`src/eod_pkg.sv`:
```
package eod_pkg;

  // Instruction, count, cost and total widths
  localparam int unsigned INSTR_W   = 32;
  localparam int unsigned CNT_W     = 5;
  localparam int unsigned COST_W    = 2;
  localparam int unsigned TOTAL_W   = 10;

  // Prefix bytes and third-byte upper nibbles
  localparam logic [7:0] PFX_FIRST  = 8'h01;
  localparam logic [7:0] PFX_CTL    = 8'h40;
  localparam logic [7:0] PFX_MUL    = 8'hc0;
  localparam logic [7:0] PFX_DIV    = 8'hd0;
  localparam logic [7:0] PFX_LOG    = 8'hf0;
  localparam logic [7:0] BIT_REG_T  = 8'h7c;
  localparam logic [7:0] BIT_REG_M  = 8'h7d;
  localparam logic [7:0] BIT_ABS_T  = 8'h7e;
  localparam logic [7:0] BIT_ABS_M  = 8'h7f;
  localparam logic [3:0] NIB_0      = 4'h0;
  localparam logic [3:0] NIB_5      = 4'h5;
  localparam logic [3:0] NIB_6      = 4'h6;
  localparam logic [3:0] NIB_7      = 4'h7;

  // Third-byte lower nibbles
  localparam logic [3:0] CL_MUL_B   = 4'h0;
  localparam logic [3:0] CL_DIV_B   = 4'h1;
  localparam logic [3:0] CL_MUL_W   = 4'h2;
  localparam logic [3:0] CL_DIV_W   = 4'h3;
  localparam logic [3:0] CL_TEST    = 4'h3;
  localparam logic [3:0] CL_OR      = 4'h4;
  localparam logic [3:0] CL_XOR     = 4'h5;
  localparam logic [3:0] CL_AND     = 4'h6;
  localparam logic [3:0] CL_LOAD    = 4'h7;
  localparam logic [3:0] CL_SET     = 4'h0;
  localparam logic [3:0] CL_NOT     = 4'h1;
  localparam logic [3:0] CL_CLR     = 4'h2;
  localparam logic [3:0] CL_STORE   = 4'h7;

  // States per cycle type
  localparam logic [COST_W-1:0] S_FETCH_MEM  = 2'h2;
  localparam logic [COST_W-1:0] S_INTERNAL   = 2'h1;
  localparam logic [COST_W-1:0] S_BYTE_FAST  = 2'h2;
  localparam logic [COST_W-1:0] S_BYTE_SLOW  = 2'h3;
  localparam logic [COST_W-1:0] S_OTHER_DEF  = 2'h2;

  // Per-form cycle counts
  localparam logic [CNT_W-1:0] C_ZERO      = 5'h00;
  localparam logic [CNT_W-1:0] C_FETCH_4B  = 5'h02;
  localparam logic [CNT_W-1:0] C_BYTE_RD   = 5'h01;
  localparam logic [CNT_W-1:0] C_BYTE_RMW  = 5'h02;
  localparam logic [CNT_W-1:0] C_CTL_WORD  = 5'h01;
  localparam logic [CNT_W-1:0] C_MUL_B_N   = 5'h0c;
  localparam logic [CNT_W-1:0] C_MUL_W_N   = 5'h14;

  typedef enum logic [4:0] {
    OP_NONE          = 5'h00,
    OP_SMUL_B        = 5'h01,
    OP_SMUL_W        = 5'h02,
    OP_SDIV_B        = 5'h03,
    OP_SDIV_W        = 5'h04,
    OP_OR_L          = 5'h05,
    OP_XOR_L         = 5'h06,
    OP_AND_L         = 5'h07,
    OP_LOAD_CTL      = 5'h08,
    OP_STORE_CTL     = 5'h09,
    OP_BIT_TEST      = 5'h0a,
    OP_BIT_OR        = 5'h0b,
    OP_BIT_OR_INV    = 5'h0c,
    OP_BIT_XOR       = 5'h0d,
    OP_BIT_XOR_INV   = 5'h0e,
    OP_BIT_AND       = 5'h0f,
    OP_BIT_AND_INV   = 5'h10,
    OP_BIT_LOAD      = 5'h11,
    OP_BIT_LOAD_INV  = 5'h12,
    OP_BIT_SET       = 5'h13,
    OP_BIT_NOT       = 5'h14,
    OP_BIT_CLR       = 5'h15,
    OP_BIT_STORE     = 5'h16,
    OP_BIT_STORE_INV = 5'h17
  } eod_op_t;

  typedef struct packed {
    logic [CNT_W-1:0] fetch;
    logic [CNT_W-1:0] branch;
    logic [CNT_W-1:0] stack;
    logic [CNT_W-1:0] byte_acc;
    logic [CNT_W-1:0] word_acc;
    logic [CNT_W-1:0] internal;
  } eod_cnt_t;

  typedef struct packed {
    eod_op_t    op;
    logic       reg_form;
    logic       abs_form;
    logic [3:0] reg_field;
    logic [7:0] abs_addr_field;
  } eod_dec_t;

endpackage

```
`src/eod_cost_mul.sv`:
```
`timescale 1ns/10ps
// One cycle type's count times its state cost
module eod_cost_mul
  import eod_pkg::*;
(
  input  wire logic [CNT_W-1:0]   count_i,
  input  wire logic [COST_W-1:0]  cost_i,
  output logic      [TOTAL_W-1:0] states_o
);

  assign states_o = TOTAL_W'(count_i) * TOTAL_W'(cost_i);

endmodule

```
`src/eod_decoder.sv`:
```
`timescale 1ns/10ps
module eod_decoder
  import eod_pkg::*;
#(
  parameter logic [COST_W-1:0] S_BRANCH_MEM = S_OTHER_DEF,
  parameter logic [COST_W-1:0] S_STACK_MEM  = S_OTHER_DEF,
  parameter logic [COST_W-1:0] S_BYTE_MEM   = S_OTHER_DEF,
  parameter logic [COST_W-1:0] S_WORD_MEM   = S_OTHER_DEF
)
(
  // Clock and reset
  input  wire logic               clk_i,
  input  wire logic               srst_i,
  // Instruction in
  input  wire logic               instr_valid_i,
  input  wire logic [INSTR_W-1:0] instr_i,
  // Byte operand location
  input  wire logic               byte_periph_i,
  input  wire logic               byte_periph_slow_i,
  // Decode result
  output logic                    dec_valid_o,
  output logic                    dec_illegal_o,
  output eod_dec_t                dec_o,
  output eod_cnt_t                cnt_o,
  output logic      [TOTAL_W-1:0] exec_states_o
);

  // Byte and nibble split
  wire logic [7:0] byte1   = instr_i[31:24];
  wire logic [7:0] byte2   = instr_i[23:16];
  wire logic [3:0] nib_ch  = instr_i[15:12];
  wire logic [3:0] nib_cl  = instr_i[11:8];
  wire logic [3:0] fourth_byte_upper_nibble = instr_i[7:4];
  wire logic       second_sel = fourth_byte_upper_nibble[3];

  // Form recognition
  wire logic is_pfx1  = byte1 == PFX_FIRST;
  wire logic is_ctl   = is_pfx1 && byte2 == PFX_CTL && nib_ch == NIB_6;
  wire logic is_mul   = is_pfx1 && byte2 == PFX_MUL && nib_ch == NIB_5;
  wire logic is_div   = is_pfx1 && byte2 == PFX_DIV && nib_ch == NIB_5;
  wire logic is_log   = is_pfx1 && byte2 == PFX_LOG && nib_ch == NIB_6;
  wire logic ch_bit   = nib_ch == NIB_6 || nib_ch == NIB_7;
  wire logic is_reg_b = (byte1 == BIT_REG_T || byte1 == BIT_REG_M)
                        && byte2[3:0] == NIB_0 && ch_bit;
  wire logic is_abs_b = (byte1 == BIT_ABS_T || byte1 == BIT_ABS_M) && ch_bit;
  wire logic grp_test = byte1 == BIT_REG_T || byte1 == BIT_ABS_T;
  wire logic is_bit   = is_reg_b || is_abs_b;
  wire logic ch_seven = nib_ch == NIB_7;

  // Control transfer uses odd low nibbles only
  wire eod_op_t op_ctl =
    !nib_cl[0]  ? OP_NONE :
    second_sel  ? OP_STORE_CTL : OP_LOAD_CTL;

  wire eod_op_t op_mul =
    nib_cl == CL_MUL_B ? OP_SMUL_B :
    nib_cl == CL_MUL_W ? OP_SMUL_W : OP_NONE;

  wire eod_op_t op_div =
    nib_cl == CL_DIV_B ? OP_SDIV_B :
    nib_cl == CL_DIV_W ? OP_SDIV_W : OP_NONE;

  wire eod_op_t op_log =
    nib_cl == CL_OR  ? OP_OR_L  :
    nib_cl == CL_XOR ? OP_XOR_L :
    nib_cl == CL_AND ? OP_AND_L : OP_NONE;

  // Test-and-combine bit group, pairs share one cell
  wire eod_op_t op_btest =
    nib_cl == CL_TEST ? OP_BIT_TEST :
    !ch_seven         ? OP_NONE :
    nib_cl == CL_OR   ? (second_sel ? OP_BIT_OR_INV   : OP_BIT_OR)   :
    nib_cl == CL_XOR  ? (second_sel ? OP_BIT_XOR_INV  : OP_BIT_XOR)  :
    nib_cl == CL_AND  ? (second_sel ? OP_BIT_AND_INV  : OP_BIT_AND)  :
    nib_cl == CL_LOAD ? (second_sel ? OP_BIT_LOAD_INV : OP_BIT_LOAD) :
    OP_NONE;

  // Modify bit group
  wire eod_op_t op_bmod =
    nib_cl == CL_SET ? OP_BIT_SET :
    nib_cl == CL_NOT ? OP_BIT_NOT :
    nib_cl == CL_CLR ? OP_BIT_CLR :
    (nib_cl == CL_STORE && !ch_seven) ?
      (second_sel ? OP_BIT_STORE_INV : OP_BIT_STORE) :
    OP_NONE;

  // Test group on even first bytes, modify group on odd ones
  wire eod_op_t op_bit = grp_test ? op_btest : op_bmod;

  // Form recognisers are mutually exclusive
  wire eod_op_t op_d =
    is_ctl ? op_ctl :
    is_mul ? op_mul :
    is_div ? op_div :
    is_log ? op_log :
    is_bit ? op_bit : OP_NONE;

  // Anything outside the decoded cells is flagged illegal
  wire logic illegal_d = op_d == OP_NONE;

  // Operand fields read zero outside their own forms
  wire eod_dec_t dec_d = '{
    op:             op_d,
    reg_form:       is_reg_b,
    abs_form:       is_abs_b,
    reg_field:      is_reg_b ? byte2[7:4] : NIB_0,
    abs_addr_field: is_abs_b ? byte2 : '0
  };

  // Operand access kind per form
  wire logic is_bread = op_d inside {OP_BIT_TEST, OP_BIT_OR, OP_BIT_OR_INV,
                        OP_BIT_XOR, OP_BIT_XOR_INV, OP_BIT_AND,
                        OP_BIT_AND_INV, OP_BIT_LOAD, OP_BIT_LOAD_INV};
  wire logic is_brmw  = op_d inside {OP_BIT_SET, OP_BIT_NOT, OP_BIT_CLR,
                        OP_BIT_STORE, OP_BIT_STORE_INV};
  wire logic is_word  = op_d == OP_LOAD_CTL || op_d == OP_STORE_CTL;
  wire logic is_short = op_d == OP_SMUL_B || op_d == OP_SDIV_B;
  wire logic is_long  = op_d == OP_SMUL_W || op_d == OP_SDIV_W;

  // Fixed per-form counts
  // Branch and stack cycles never occur in these forms
  wire eod_cnt_t cnt_d = '{
    fetch:    illegal_d ? C_ZERO : C_FETCH_4B,
    branch:   C_ZERO,
    stack:    C_ZERO,
    byte_acc: is_bread ? C_BYTE_RD : is_brmw ? C_BYTE_RMW : C_ZERO,
    word_acc: is_word ? C_CTL_WORD : C_ZERO,
    internal: is_short ? C_MUL_B_N : is_long ? C_MUL_W_N : C_ZERO
  };

  // Byte access cost depends on location
  wire logic [COST_W-1:0] s_byte =
    !byte_periph_i     ? S_BYTE_MEM  :
    byte_periph_slow_i ? S_BYTE_SLOW : S_BYTE_FAST;

  wire logic [TOTAL_W-1:0] part_fetch;
  wire logic [TOTAL_W-1:0] part_branch;
  wire logic [TOTAL_W-1:0] part_stack;
  wire logic [TOTAL_W-1:0] part_byte;
  wire logic [TOTAL_W-1:0] part_word;
  wire logic [TOTAL_W-1:0] part_int;

  eod_cost_mul u_fetch (
    .count_i  (cnt_d.fetch),
    .cost_i   (S_FETCH_MEM),
    .states_o (part_fetch)
  );
  eod_cost_mul u_branch (
    .count_i  (cnt_d.branch),
    .cost_i   (S_BRANCH_MEM),
    .states_o (part_branch)
  );
  eod_cost_mul u_stack (
    .count_i  (cnt_d.stack),
    .cost_i   (S_STACK_MEM),
    .states_o (part_stack)
  );
  eod_cost_mul u_byte (
    .count_i  (cnt_d.byte_acc),
    .cost_i   (s_byte),
    .states_o (part_byte)
  );
  eod_cost_mul u_word (
    .count_i  (cnt_d.word_acc),
    .cost_i   (S_WORD_MEM),
    .states_o (part_word)
  );
  eod_cost_mul u_int (
    .count_i  (cnt_d.internal),
    .cost_i   (S_INTERNAL),
    .states_o (part_int)
  );

  // Largest total stays well inside the output width
  wire logic [TOTAL_W-1:0] total_d = part_fetch + part_branch + part_stack
                                   + part_byte + part_word + part_int;

  // Result registers
  logic               valid_q;
  logic               illegal_q;
  eod_dec_t           dec_q;
  eod_cnt_t           cnt_q;
  logic [TOTAL_W-1:0] total_q;

  // Strobe: one cycle per taken word
  always_ff @(posedge clk_i) begin
    if (srst_i) begin
      valid_q <= 1'b0;
    end else begin
      valid_q <= instr_valid_i;
    end
  end

  // Payload holds until the next taken word
  always_ff @(posedge clk_i) begin
    if (srst_i) begin
      illegal_q <= 1'b0;
      dec_q     <= '0;
      cnt_q     <= '0;
      total_q   <= '0;
    end else if (instr_valid_i) begin
      illegal_q <= illegal_d;
      dec_q     <= dec_d;
      cnt_q     <= cnt_d;
      total_q   <= total_d;
    end
  end

  assign dec_valid_o   = valid_q;
  assign dec_illegal_o = illegal_q;
  assign dec_o         = dec_q;
  assign cnt_o         = cnt_q;
  assign exec_states_o = total_q;

endmodule

```
`config.mk`:
```
export PLATFORM = sky130hd
export DESIGN_NAME = eod_decoder
export DESIGN_NICKNAME = d
export VERILOG_FILES = /design/src/eod_pkg.sv /design/src/eod_cost_mul.sv /design/src/eod_decoder.sv
export SDC_FILE = /design/constraint.sdc
export NUM_CORES = 1
export LEC_CHECK = 0
export BUFFER_PORTS_ARGS = -buffer_cell sky130_fd_sc_hd__buf_2
export CAP_MARGIN = 20
export CORE_MARGIN = 2
export CORE_UTILIZATION = 54
export DETAILED_ROUTE_END_ITERATION = 8
export GPL_TIMING_DRIVEN = 0
export PLACE_DENSITY = 0.94
export SLEW_MARGIN = 20
export SYNTH_ARGS = -nofsm -noshare
export SYNTH_HDL_FRONTEND = slang
export SYNTH_SLANG_ARGS = --single-unit
export TNS_END_PERCENT = 20
```
`constraint.sdc`:
```
create_clock -name clk_i -period 5.6 [get_ports clk_i]
set_clock_uncertainty 0.05 [all_clocks]
set_input_delay 0.56 -clock clk_i [delete_from_list [all_inputs] [get_ports clk_i]]
set_output_delay 0.56 -clock clk_i [all_outputs]
set_load 0.01 [all_outputs]
```
==> run_results.csv, run 1 <==
group,metric,value,unit
critical_path,cp_max_fo,10,
power_and_ir_drop,p_leak,0.00146,uW
timing,tns,0,ps
timing,drv_slew,0,
timing,setup_viol,0,
floorplanning,core,0.00479,mm^2
min_path,hold_path.startpoint,"cnt_o[4]$_SDFFE_PP0P_",
cells_and_area,final_util,69.1,%
logic_synthesis,synth_top_area_share,25.2,%
critical_path,timing.critical_path.required,5720,ps
critical_path,reg2reg_slack,4710,ps
route,drt_wl_total,7.44,mm
global_routing,grt_pass1_wl,11.4,mm
power_and_ir_drop,p_per_area,186,mW/mm^2
global_routing,gr-total-overflow,0,
clocking,cts.repair.resized,0,
logic_synthesis,yosysUniqueCellTypes,80,
logic_synthesis,synth-edff-count,0,
timing,fin_crit,4120,ps
route,wl_per_cell,15.3,um
critical_path,cpMostUsedCell,"ha_1",
route,num_vias,2932,
placed_design,port_buffers,58,
clocking,clk_latency,290,ps
critical_path,crit_buf_inv,3,
floorplanning,initial_utilization,56.4,%
global_routing,grt_use_met1,34.1,%
floorplanning,die_h,74.7,um
cells_and_area,num-fill-cells,406,
critical_path,crit_slowest_cell,"nor4_1",
global_routing,grt_usage,26.4,%
min_path,whs_path_depth,2,
critical_path,cp-end-kind,"register",
critical_path,crit_chain,"buf_2 > buf_2 > inv_1 > nor4_1 > a221oi_1 > o22ai_1 > a32o_1 > a211oi_1 > or2_1 > ha_1 > ha_1 > ha_1 > fa_1 > nand3b_1 > o32a_1 > nand3b_1",
logic_synthesis,synth.most_common_cell,"nor2_1",
timing,hold_violations,0,
clocking,post_cts_buffers,0,
route,ant_nets,0,
logic_synthesis,yosysSeqAreaShare,25.2,%
floorplanning,fp.dieW,74.7,um
logic_synthesis,synth_area,0.00270,mm^2
clocking,clkTransAtPathRegs,70,ps
critical_path,crit_family,"simple AND/OR/NAND/NOR gates",
logic_synthesis,synth_area_leaders,"dfxtp_1 (25%), buf_4 (7.5%), nor2_1 (5.3%)",
timing,tightest_slew,1060,ps
critical_path,reg2regPathDepth,3,
clocking,root_buffer,"clkbuf_8",
clocking,clk_path_buf_depth,2,
logic_synthesis,synth_common_cells,"nor2_1 (38), dfxtp_1 (34), buf_4 (27), nand2_1 (23)",
run_status,status,"finished clean",
global_routing,grt_max_degree,13,
global_routing,use_met3,4.55,%
clocking,cts-htree-levels,2,
critical_path,reg2reg_from,"exec_states_o[4]$_SDFFE_PP0P_",
timing,fmax,243,MHz
min_path,worst_hold_path_type,"register to register",
clocking,cts_sinks,34,
critical_path,cp.arrival,4240,ps
route,vias_per_cell,6.02,
placed_design,globalplace.congestion,0.946,
clocking,cts_tree,"built",
clocking,cts_buffers,5,
cells_and_area,layout-drive-gt1-share,29.3,%
route,first_iter_violations,171,
logic_synthesis,ys_async_sr_fraction,0,%
critical_path,path_class,"primary input to register",
power_and_ir_drop,ir_worst_vdd,0.178,mV
critical_path,r2r-end,"exec_states_o[4]$_SDFFE_PP0P_",
floorplanning,die_area,0.00558,mm^2
logic_synthesis,yosysWarnings,0,
logic_synthesis,synth-seq-cells,34,
logic_synthesis,synth_cells,328,
cells_and_area,area_delta_synth_final,22.6,%
logic_synthesis,avgSynthCellArea,8.22,um^2
placed_design,dp_hpwl,5.78,mm
job,cap_viol_max_count,0,
global_routing,antenna_found_initial,0,
clocking,cts_hold_repair.buffers,0,
route,first_pass_iters,6,
floorplanning,ios,98,
floorplanning,rows,25,
route,drc,0,
global_routing,grt_use_met2,44.4,%
min_path,holdPathEnd,"cnt_o[4]$_SDFFE_PP0P_",
logic_synthesis,synthFlopType,"dfxtp_1",
timing,rsz0062_at_grt,"no",
timing,post-route-period-util,73.6,%
cells_and_area,antenna_cells,0,
critical_path,crit_path_start_kind,"primary input",
global_routing,busiest_layer,"met2",
logic_synthesis,yosys.area.top_type,"dfxtp_1",
global_routing,grt_pass1_vias,2505,
timing,relSlewSlack,28.4,%
cells_and_area,nNetsFinal,462,
critical_path,max_stage_delay,710,ps
-- registers in the layout, summed over array words and instances (netlist names) --
name and count:
dec_o 19, cnt_o 7, exec_states_o 6, dec_illegal_o 1, dec_valid_o 1
-- layout make-up --
class	count	area (um^2)	share of cell area, %
flip-flops and latches	34	681	20.6
repair buffers	58	290	8.78
multi-input cells	269	1810	54.7
plain buffers	44	278	8.40
clock inverters	3	68.8	2.08
inverters	7	26.3	0.795
clock buffers	5	68.8	2.08
well taps	67	83.8	2.53
-- worst max path at each step --
stage | startpoint | to | slack [ps] | cells after the start
global route | instr_i[10] | exec_states_o[4]$_SDFFE_PP0P_ | 1090 | 15
detailed placement | instr_i[10] | exec_states_o[4]$_SDFFE_PP0P_ | 1240 | 16
global placement | instr_i[15] | exec_states_o[4]$_SDFFE_PP0P_ | 1250 | 15
CTS | instr_i[15] | exec_states_o[4]$_SDFFE_PP0P_ | 1540 | 15
floorplan | instr_i[16] | exec_states_o[4]$_SDFFE_PP0P_ | 1590 | 14
finish | instr_i[10] | exec_states_o[4]$_SDFFE_PP0P_ | 1480 | 16
-- report_power, final --
part | total, uW | switching [uW] | internal [uW]
Sequential | 245 | 1.14 | 244
Clock | 273 | 94.7 | 178
Combinational | 95.0 | 56.8 | 38.2
-- cells in the final DEF, fill, tap and decap left out, types with 6 or more instances in the layout --
| master | count |
|---|---|
| dfxtp_1 | 34 |
| conb_1 | 27 |
| buf_4 | 27 |
| nand3_1 | 13 |
| a22oi_1 | 14 |
| inv_1 | 7 |
| nor2_1 | 38 |
| buf_2 | 66 |
| a21oi_1 | 14 |
| nand2_1 | 23 |
| clkbuf_1 | 6 |
| nor3_1 | 8 |
| mux2i_1 | 6 |
| a211oi_1 | 6 |
-- per-layer routing --
metal	vias up	routed length, um
met1	1352	3050
met4	0	116
li1	1386	-
met5	-	0
met3	13	697
met2	181	3580
-- cells by family (layout without fill, tap and decap cells) --
logic type               after synthesis  in the layout  synth area share [%]
buffers and inverters                 51            117                  11.3
AND/OR/NAND/NOR                      142            142                  32.2
multiplexers                           6              6                  2.23
AO/OA/AOI/OAI                         85             85                  24.6
XOR/XNOR                               3              3                 0.974
other                                  1             27                 0.139
adder cells (fa/ha/maj)                6              6                  3.34
flip-flops                            34             34                  25.2
-- tightest hold or removal path, stage by stage, from the launching register on --
cell and delay [ps]:
dfxtp_1 310, nand2_1 60, a21oi_1 50
-- per-stage QoR --
step | area (um^2) | std cells | power [uW] | setup slack [ps] | hold WS (ps)
floorplan | 2800 | 354 | 314 | 1590 | 436
global placement | 3170 | 479 | 341 | 1250 | 396
detailed placement | 3170 | 479 | 343 | 1240 | 405
CTS | 3310 | 487 | 614 | 1540 | 413
global route | 3310 | 487 | 632 | 1090 | 433
finish | 3310 | 487 | 613 | 1480 | 413
(Power assumes the default switching activity.)
==> inputs of run 2 (changes only) <==
--- a/config.mk
+++ b/config.mk
@@ -8,10 +8,10 @@
 export BUFFER_PORTS_ARGS = -buffer_cell sky130_fd_sc_hd__buf_2
 export CAP_MARGIN = 20
 export CORE_MARGIN = 2
-export CORE_UTILIZATION = 54
+export CORE_UTILIZATION = 50
 export DETAILED_ROUTE_END_ITERATION = 8
 export GPL_TIMING_DRIVEN = 0
-export PLACE_DENSITY = 0.94
+export PLACE_DENSITY = 0.89
 export SLEW_MARGIN = 20
 export SYNTH_ARGS = -nofsm -noshare
 export SYNTH_HDL_FRONTEND = slang
==> constraint.sdc (replaced) <==
create_clock -name clk_i -period 4.1 [get_ports clk_i]
set_clock_uncertainty 0.05 [all_clocks]
set_input_delay 0.41 -clock clk_i [delete_from_list [all_inputs] [get_ports clk_i]]
set_output_delay 0.41 -clock clk_i [all_outputs]
set_load 0.01 [all_outputs]
==> run_results.csv, run 2 (same netlist as run 1, synthesis figures left out) <==
group,metric,value,unit
run_status,status,"finished clean",
cells_and_area,num-fill-cells,455,
route,vias_per_cell,5.86,
cells_and_area,finalInstanceArea,0.00335,mm^2
job,cap_viol_max_count,0,
placed_design,dp.cells,482,
placed_design,dp_hpwl,5.87,mm
floorplanning,rows,26,
timing,setup_viol,0,
global_routing,grt_pass1_vias,2672,
route,drc,0,
route,ant_nets,0,
route,first_pass_iters,5,
timing,drv_slew,0,
timing,fin_crit,3930,ps
critical_path,cp_max_fo,6,
timing,hold_violations,0,
clocking,clkTransAtPathRegs,70,ps
placed_design,globalplace.congestion,0.900,
cells_and_area,area_delta_synth_final,24.2,%
clocking,root_buffer,"clkbuf_8",
floorplanning,fp.dieW,77.5,um
timing,post-route-period-util,95.8,%
global_routing,grt_usage,25.3,%
floorplanning,die_h,77.5,um
global_routing,grt_use_met2,42.7,%
global_routing,antenna_found_initial,0,
critical_path,cp.arrival,4040,ps
critical_path,crit_path_start_kind,"primary input",
critical_path,cp-end-kind,"register",
timing,rsz0062_at_grt,"no",
power_and_ir_drop,p_leak,0.00149,uW
cells_and_area,final_util,64.8,%
floorplanning,core,0.00517,mm^2
clocking,cts_sinks,34,
placed_design,dpl_cell_area,0.00317,mm^2
critical_path,crit_slowest_cell,"or4_4",
global_routing,use_met3,4.19,%
clocking,clk_latency,280,ps
timing,hold_ws,358,ps
critical_path,timing.critical_path.required,4220,ps
critical_path,crit_buf_inv,1,
timing,setup_ws,174,ps
cells_and_area,layout-drive-gt1-share,31.2,%
global_routing,busiest_layer,"met2",
critical_path,crit_family,"simple AND/OR/NAND/NOR gates",
cells_and_area,mostFrequentLayoutCells,"buf_2 (66), nor2_1 (38), dfxtp_1 (34)",
route,num_vias,2888,
clocking,cts_hold_repair.buffers,0,
placed_design,post-place-ws,-162,ps
placed_design,port_buffers,58,
power_and_ir_drop,p_per_area,230,mW/mm^2
timing,tightest_slew,1090,ps
power_and_ir_drop,ir_worst_vdd,0.239,mV
cells_and_area,layout.cells.non_filler,493,
critical_path,cpMostUsedCell,"ha_1",
timing,fmax,255,MHz
clocking,cts-htree-levels,2,
global_routing,grt_pass1_wl,12.5,mm
min_path,worst_hold_path_type,"primary input to register",
clocking,clk_path_buf_depth,2,
global_routing,gr-total-overflow,0,
cells_and_area,layout_commonest_cell,"buf_2",
floorplanning,ios,98,
route,wl_per_cell,15.6,um
floorplanning,initial_utilization,52.2,%
critical_path,max_stage_delay,560,ps
route,drt_wl_total,7.70,mm
global_routing,grt_use_met1,33.1,%
cells_and_area,antenna_cells,0,
cells_and_area,nNetsFinal,465,
clocking,cts_tree,"built",
critical_path,path_class,"primary input to register",
global_routing,grt_max_degree,12,
critical_path,crit_chain,"buf_2 > or4_4 > or3b_4 > or3_4 > and2_4 > o21ai_4 > a211oi_1 > or2_1 > ha_1 > ha_1 > ha_1 > fa_2 > nand3b_1 > nor3_1 > nand3b_1",
timing,relSlewSlack,26.3,%
clocking,cts_buffers,5,
route,first_iter_violations,271,
floorplanning,die_area,0.00600,mm^2
cells_and_area,largest_reg_flops,19,
==> run 2: cell count changes in the layout (fill, tap and decap cells not counted), sizes merged <==
cell / before / now
buf: 95 / 98
bufinv: 2 / 1
clkinv: 1 / 2
==> run 2: where the power goes <==
| group | total [uW] | leakage, uW | internal (uW) | switching [uW] |
|---|---|---|---|---|
| clock | 301 | 0.0000579 | 179 | 122 |
| sequential | 335 | 0.000275 | 334 | 1.54 |
| combinational | 133 | 0.00115 | 53.2 | 79.3 |
==> run 2: final timing paths <==
kind	slack (ps)	end	from	depth (start not counted)
hold / removal	360	dec_o[10]$_SDFFE_PP0P_	instr_i[22]	3
hold reg to reg	410	cnt_o[4]$_SDFFE_PP0P_	cnt_o[4]$_SDFFE_PP0P_	2
setup / recovery	170	exec_states_o[4]$_SDFFE_PP0P_	instr_i[16]	15
setup reg to reg	3210	exec_states_o[4]$_SDFFE_PP0P_	exec_states_o[4]$_SDFFE_PP0P_	3
==> run 2: area by class of cell <==
type	instances	area [um^2]	area share, %
Multi-Input combinational cell	269	1860	55.4
Sequential cell	34	681	20.3
Timing Repair Buffer	61	313	9.34
Buffer	44	278	8.29
Tap cell	70	87.6	2.61
Clock buffer	5	68.8	2.05
Clock inverter	3	40.0	1.20
Inverter	7	26.3	0.784
==> run 2: through the flow <==
| step | TNS [ps] | total power, uW |
|---|---|---|
| 5_1_grt | 0 | 800 |
| 3_5_place_dp | -229 | 469 |
| 2_1_floorplan | 0 | 429 |
| 6_report | 0 | 769 |
| 3_3_place_gp | -116 | 467 |
| 4_1_cts | 0 | 764 |
==> run 2: what timing repair did <==
item	4_1_cts	5_1_grt
hold endpoints to repair	0	0
gates resized for setup	0	8
setup endpoints to repair	0	3
buffers inserted	0	3
==> run 2: layer usage <==
metal  routed length (um)  part of all wire, %
met1                 3280                   43
met4                  140                  1.8
met2                 3700                   48
met5                    0                    0
met3                  576                  7.5
==> run 2: worst reg2reg max path, stage by stage (launching register included) <==
cell      delay, ps
dfxtp_1         330
inv_1            40
o32a_1          320
nand3b_1         90
==> inputs of run 3 (changes only) <==
--- a/config.mk
+++ b/config.mk
@@ -8,10 +8,11 @@
 export BUFFER_PORTS_ARGS = -buffer_cell sky130_fd_sc_hd__buf_2
 export CAP_MARGIN = 20
 export CORE_MARGIN = 2
-export CORE_UTILIZATION = 50
+export CORE_UTILIZATION = 45
 export DETAILED_ROUTE_END_ITERATION = 8
 export GPL_TIMING_DRIVEN = 0
-export PLACE_DENSITY = 0.89
+export HOLD_SLACK_MARGIN = 0.08
+export PLACE_DENSITY = 0.82
 export SLEW_MARGIN = 20
 export SYNTH_ARGS = -nofsm -noshare
 export SYNTH_HDL_FRONTEND = slang
==> run_results.csv, run 3 (same netlist as run 1, synthesis figures left out) <==
group,metric,value,unit
run_status,status,"finished clean",
route,drt_wl_total,7.45,mm
timing,fmax,251,MHz
timing,drv_slew,0,
clocking,clkTransAtPathRegs,70,ps
timing,fin_crit,3990,ps
timing,rsz0062_at_grt,"no",
global_routing,grt_max_degree,12,
cells_and_area,layout-drive-gt1-share,30.7,%
critical_path,timing.critical_path.required,4280,ps
critical_path,cp_max_fo,6,
power_and_ir_drop,p_per_area,219,mW/mm^2
timing,setup_viol,0,
route,vias_per_cell,5.62,
route,dr_wl_met2,3.59,mm
clocking,root_buffer,"clkbuf_8",
critical_path,cp.arrival,4170,ps
critical_path,path_class,"primary input to register",
route,first_pass_iters,4,
timing,relSlewSlack,51.0,%
floorplanning,initial_utilization,46.1,%
clocking,cts.repair.resized,0,
route,m1WireLength,3.24,mm
placed_design,globalplace.congestion,0.896,
power_and_ir_drop,p_leak,0.00146,uW
critical_path,cp-end-kind,"register",
cells_and_area,nNetsFinal,462,
route,ant_nets,0,
timing,tns,0,ps
route,wl_per_cell,15.0,um
global_routing,grt_pass1_wl,12.0,mm
cells_and_area,area_delta_synth_final,23.5,%
route,num_vias,2781,
floorplanning,fp.dieW,81.4,um
floorplanning,core,0.00585,mm^2
placed_design,post-place-ws,-265,ps
timing,hold_violations,0,
timing,post-route-period-util,97.3,%
cells_and_area,mostFrequentLayoutCells,"buf_2 (66), nor2_1 (38), dfxtp_1 (34)",
floorplanning,die_area,0.00663,mm^2
floorplanning,die_h,81.4,um
placed_design,dp_hpwl,5.96,mm
critical_path,crit_path_start_kind,"primary input",
route,first_iter_violations,154,
route,drc,0,
clocking,cts-htree-levels,2,
job,cap_viol_max_count,0,
clocking,cts_tree,"built",
cells_and_area,layout_commonest_cell,"buf_2",
timing,setup_ws,110,ps
floorplanning,ios,98,
cells_and_area,antenna_cells,0,
route,wl_met3,544,um
global_routing,gr-total-overflow,0,
route,routed.top_layer,"met4",
clocking,post_cts_buffers,0,
global_routing,grt_usage,23.3,%
global_routing,antenna_found_initial,0,
placed_design,port_buffers,58,
floorplanning,rows,28,
cells_and_area,largest_reg_flops,19,
clocking,cts_hold_repair.buffers,0,
clocking,cts_sinks,34,
clocking,clk_path_buf_depth,2,
min_path,worst_hold_path_type,"primary input to register",
power_and_ir_drop,ir_worst_vdd,0.238,mV
clocking,cts_buffers,5,
timing,tightest_slew,724,ps
global_routing,grt_pass1_vias,2563,
clocking,clk_latency,290,ps
-- run 3: cell types whose count changed in the layout (fill, tap and decap cells not counted), sizes merged --
cell      delta
buf          -3
bufinv       -1
clkbuf       +1
clkinv       -1
clkinvlp     +1
-- run 3: worst paths after layout --
kind                            startpoint                       endpoint  slack [ps]  depth (start not counted)
max                            instr_i[16]  exec_states_o[4]$_SDFFE_PP0P_         110                         15
min                            instr_i[22]          dec_o[6]$_SDFFE_PP0P_         370                          3
max reg2reg  exec_states_o[4]$_SDFFE_PP0P_  exec_states_o[4]$_SDFFE_PP0P_        3210                          3
min reg2reg          cnt_o[3]$_SDFFE_PP0P_          cnt_o[3]$_SDFFE_PP0P_         410                          2
-- run 3: critical path, stage by stage --
cell and delay, ps:
buf_2 130, or4_4 560, or3b_4 420, or3_4 390
and2_4 180, o21ai_4 210, a211oi_1 100, or2_1 220
ha_1 290, ha_1 190, ha_1 210, fa_1 420
nor3_2 190, o211ai_1 130, nand3b_1 110
-- run 3: layout make-up --
cell class	instances	area, um^2
Timing Repair Buffer	58	290
Clock buffer	6	82.6
Multi-Input combinational cell	269	1870
Tap cell	75	93.8
Fill cell	573	2520
Sequential cell	34	681
Clock inverter	2	12.5
Inverter	7	26.3
Buffer	44	278
-- run 3: power by group --
part	leakage [uW]	switching, uW	internal (uW)	total (uW)
Combinational	0.00114	79.9	53.5	133
Clock	0.0000472	126	135	261
Sequential	0.000275	1.56	334	335
Total	0.00146	208	522	730
-- run 3: routing by layer --
layer  global-route usage [%]  vias up
met5                        0        -
met4                     6.61        0
met3                     5.38       10
met2                     40.0      110
met1                     29.2     1280
li1                         -     1381
-- run 3: through the flow --
| stage | instances | hold slack [ps] | cell area (um^2) | power, uW | util (%) |
|---|---|---|---|---|---|
| finish | 495 | 368 | 3330 | 730 | 57.0 |
| floorplan | 354 | 436 | 2800 | 429 | - |
| global placement | 487 | 400 | 3180 | 468 | 54.3 |
| global route | 495 | 378 | 3330 | 760 | 57.0 |
| CTS | 495 | 347 | 3270 | 726 | 56.0 |
| detailed placement | 487 | 402 | 3180 | 470 | 54.3 |
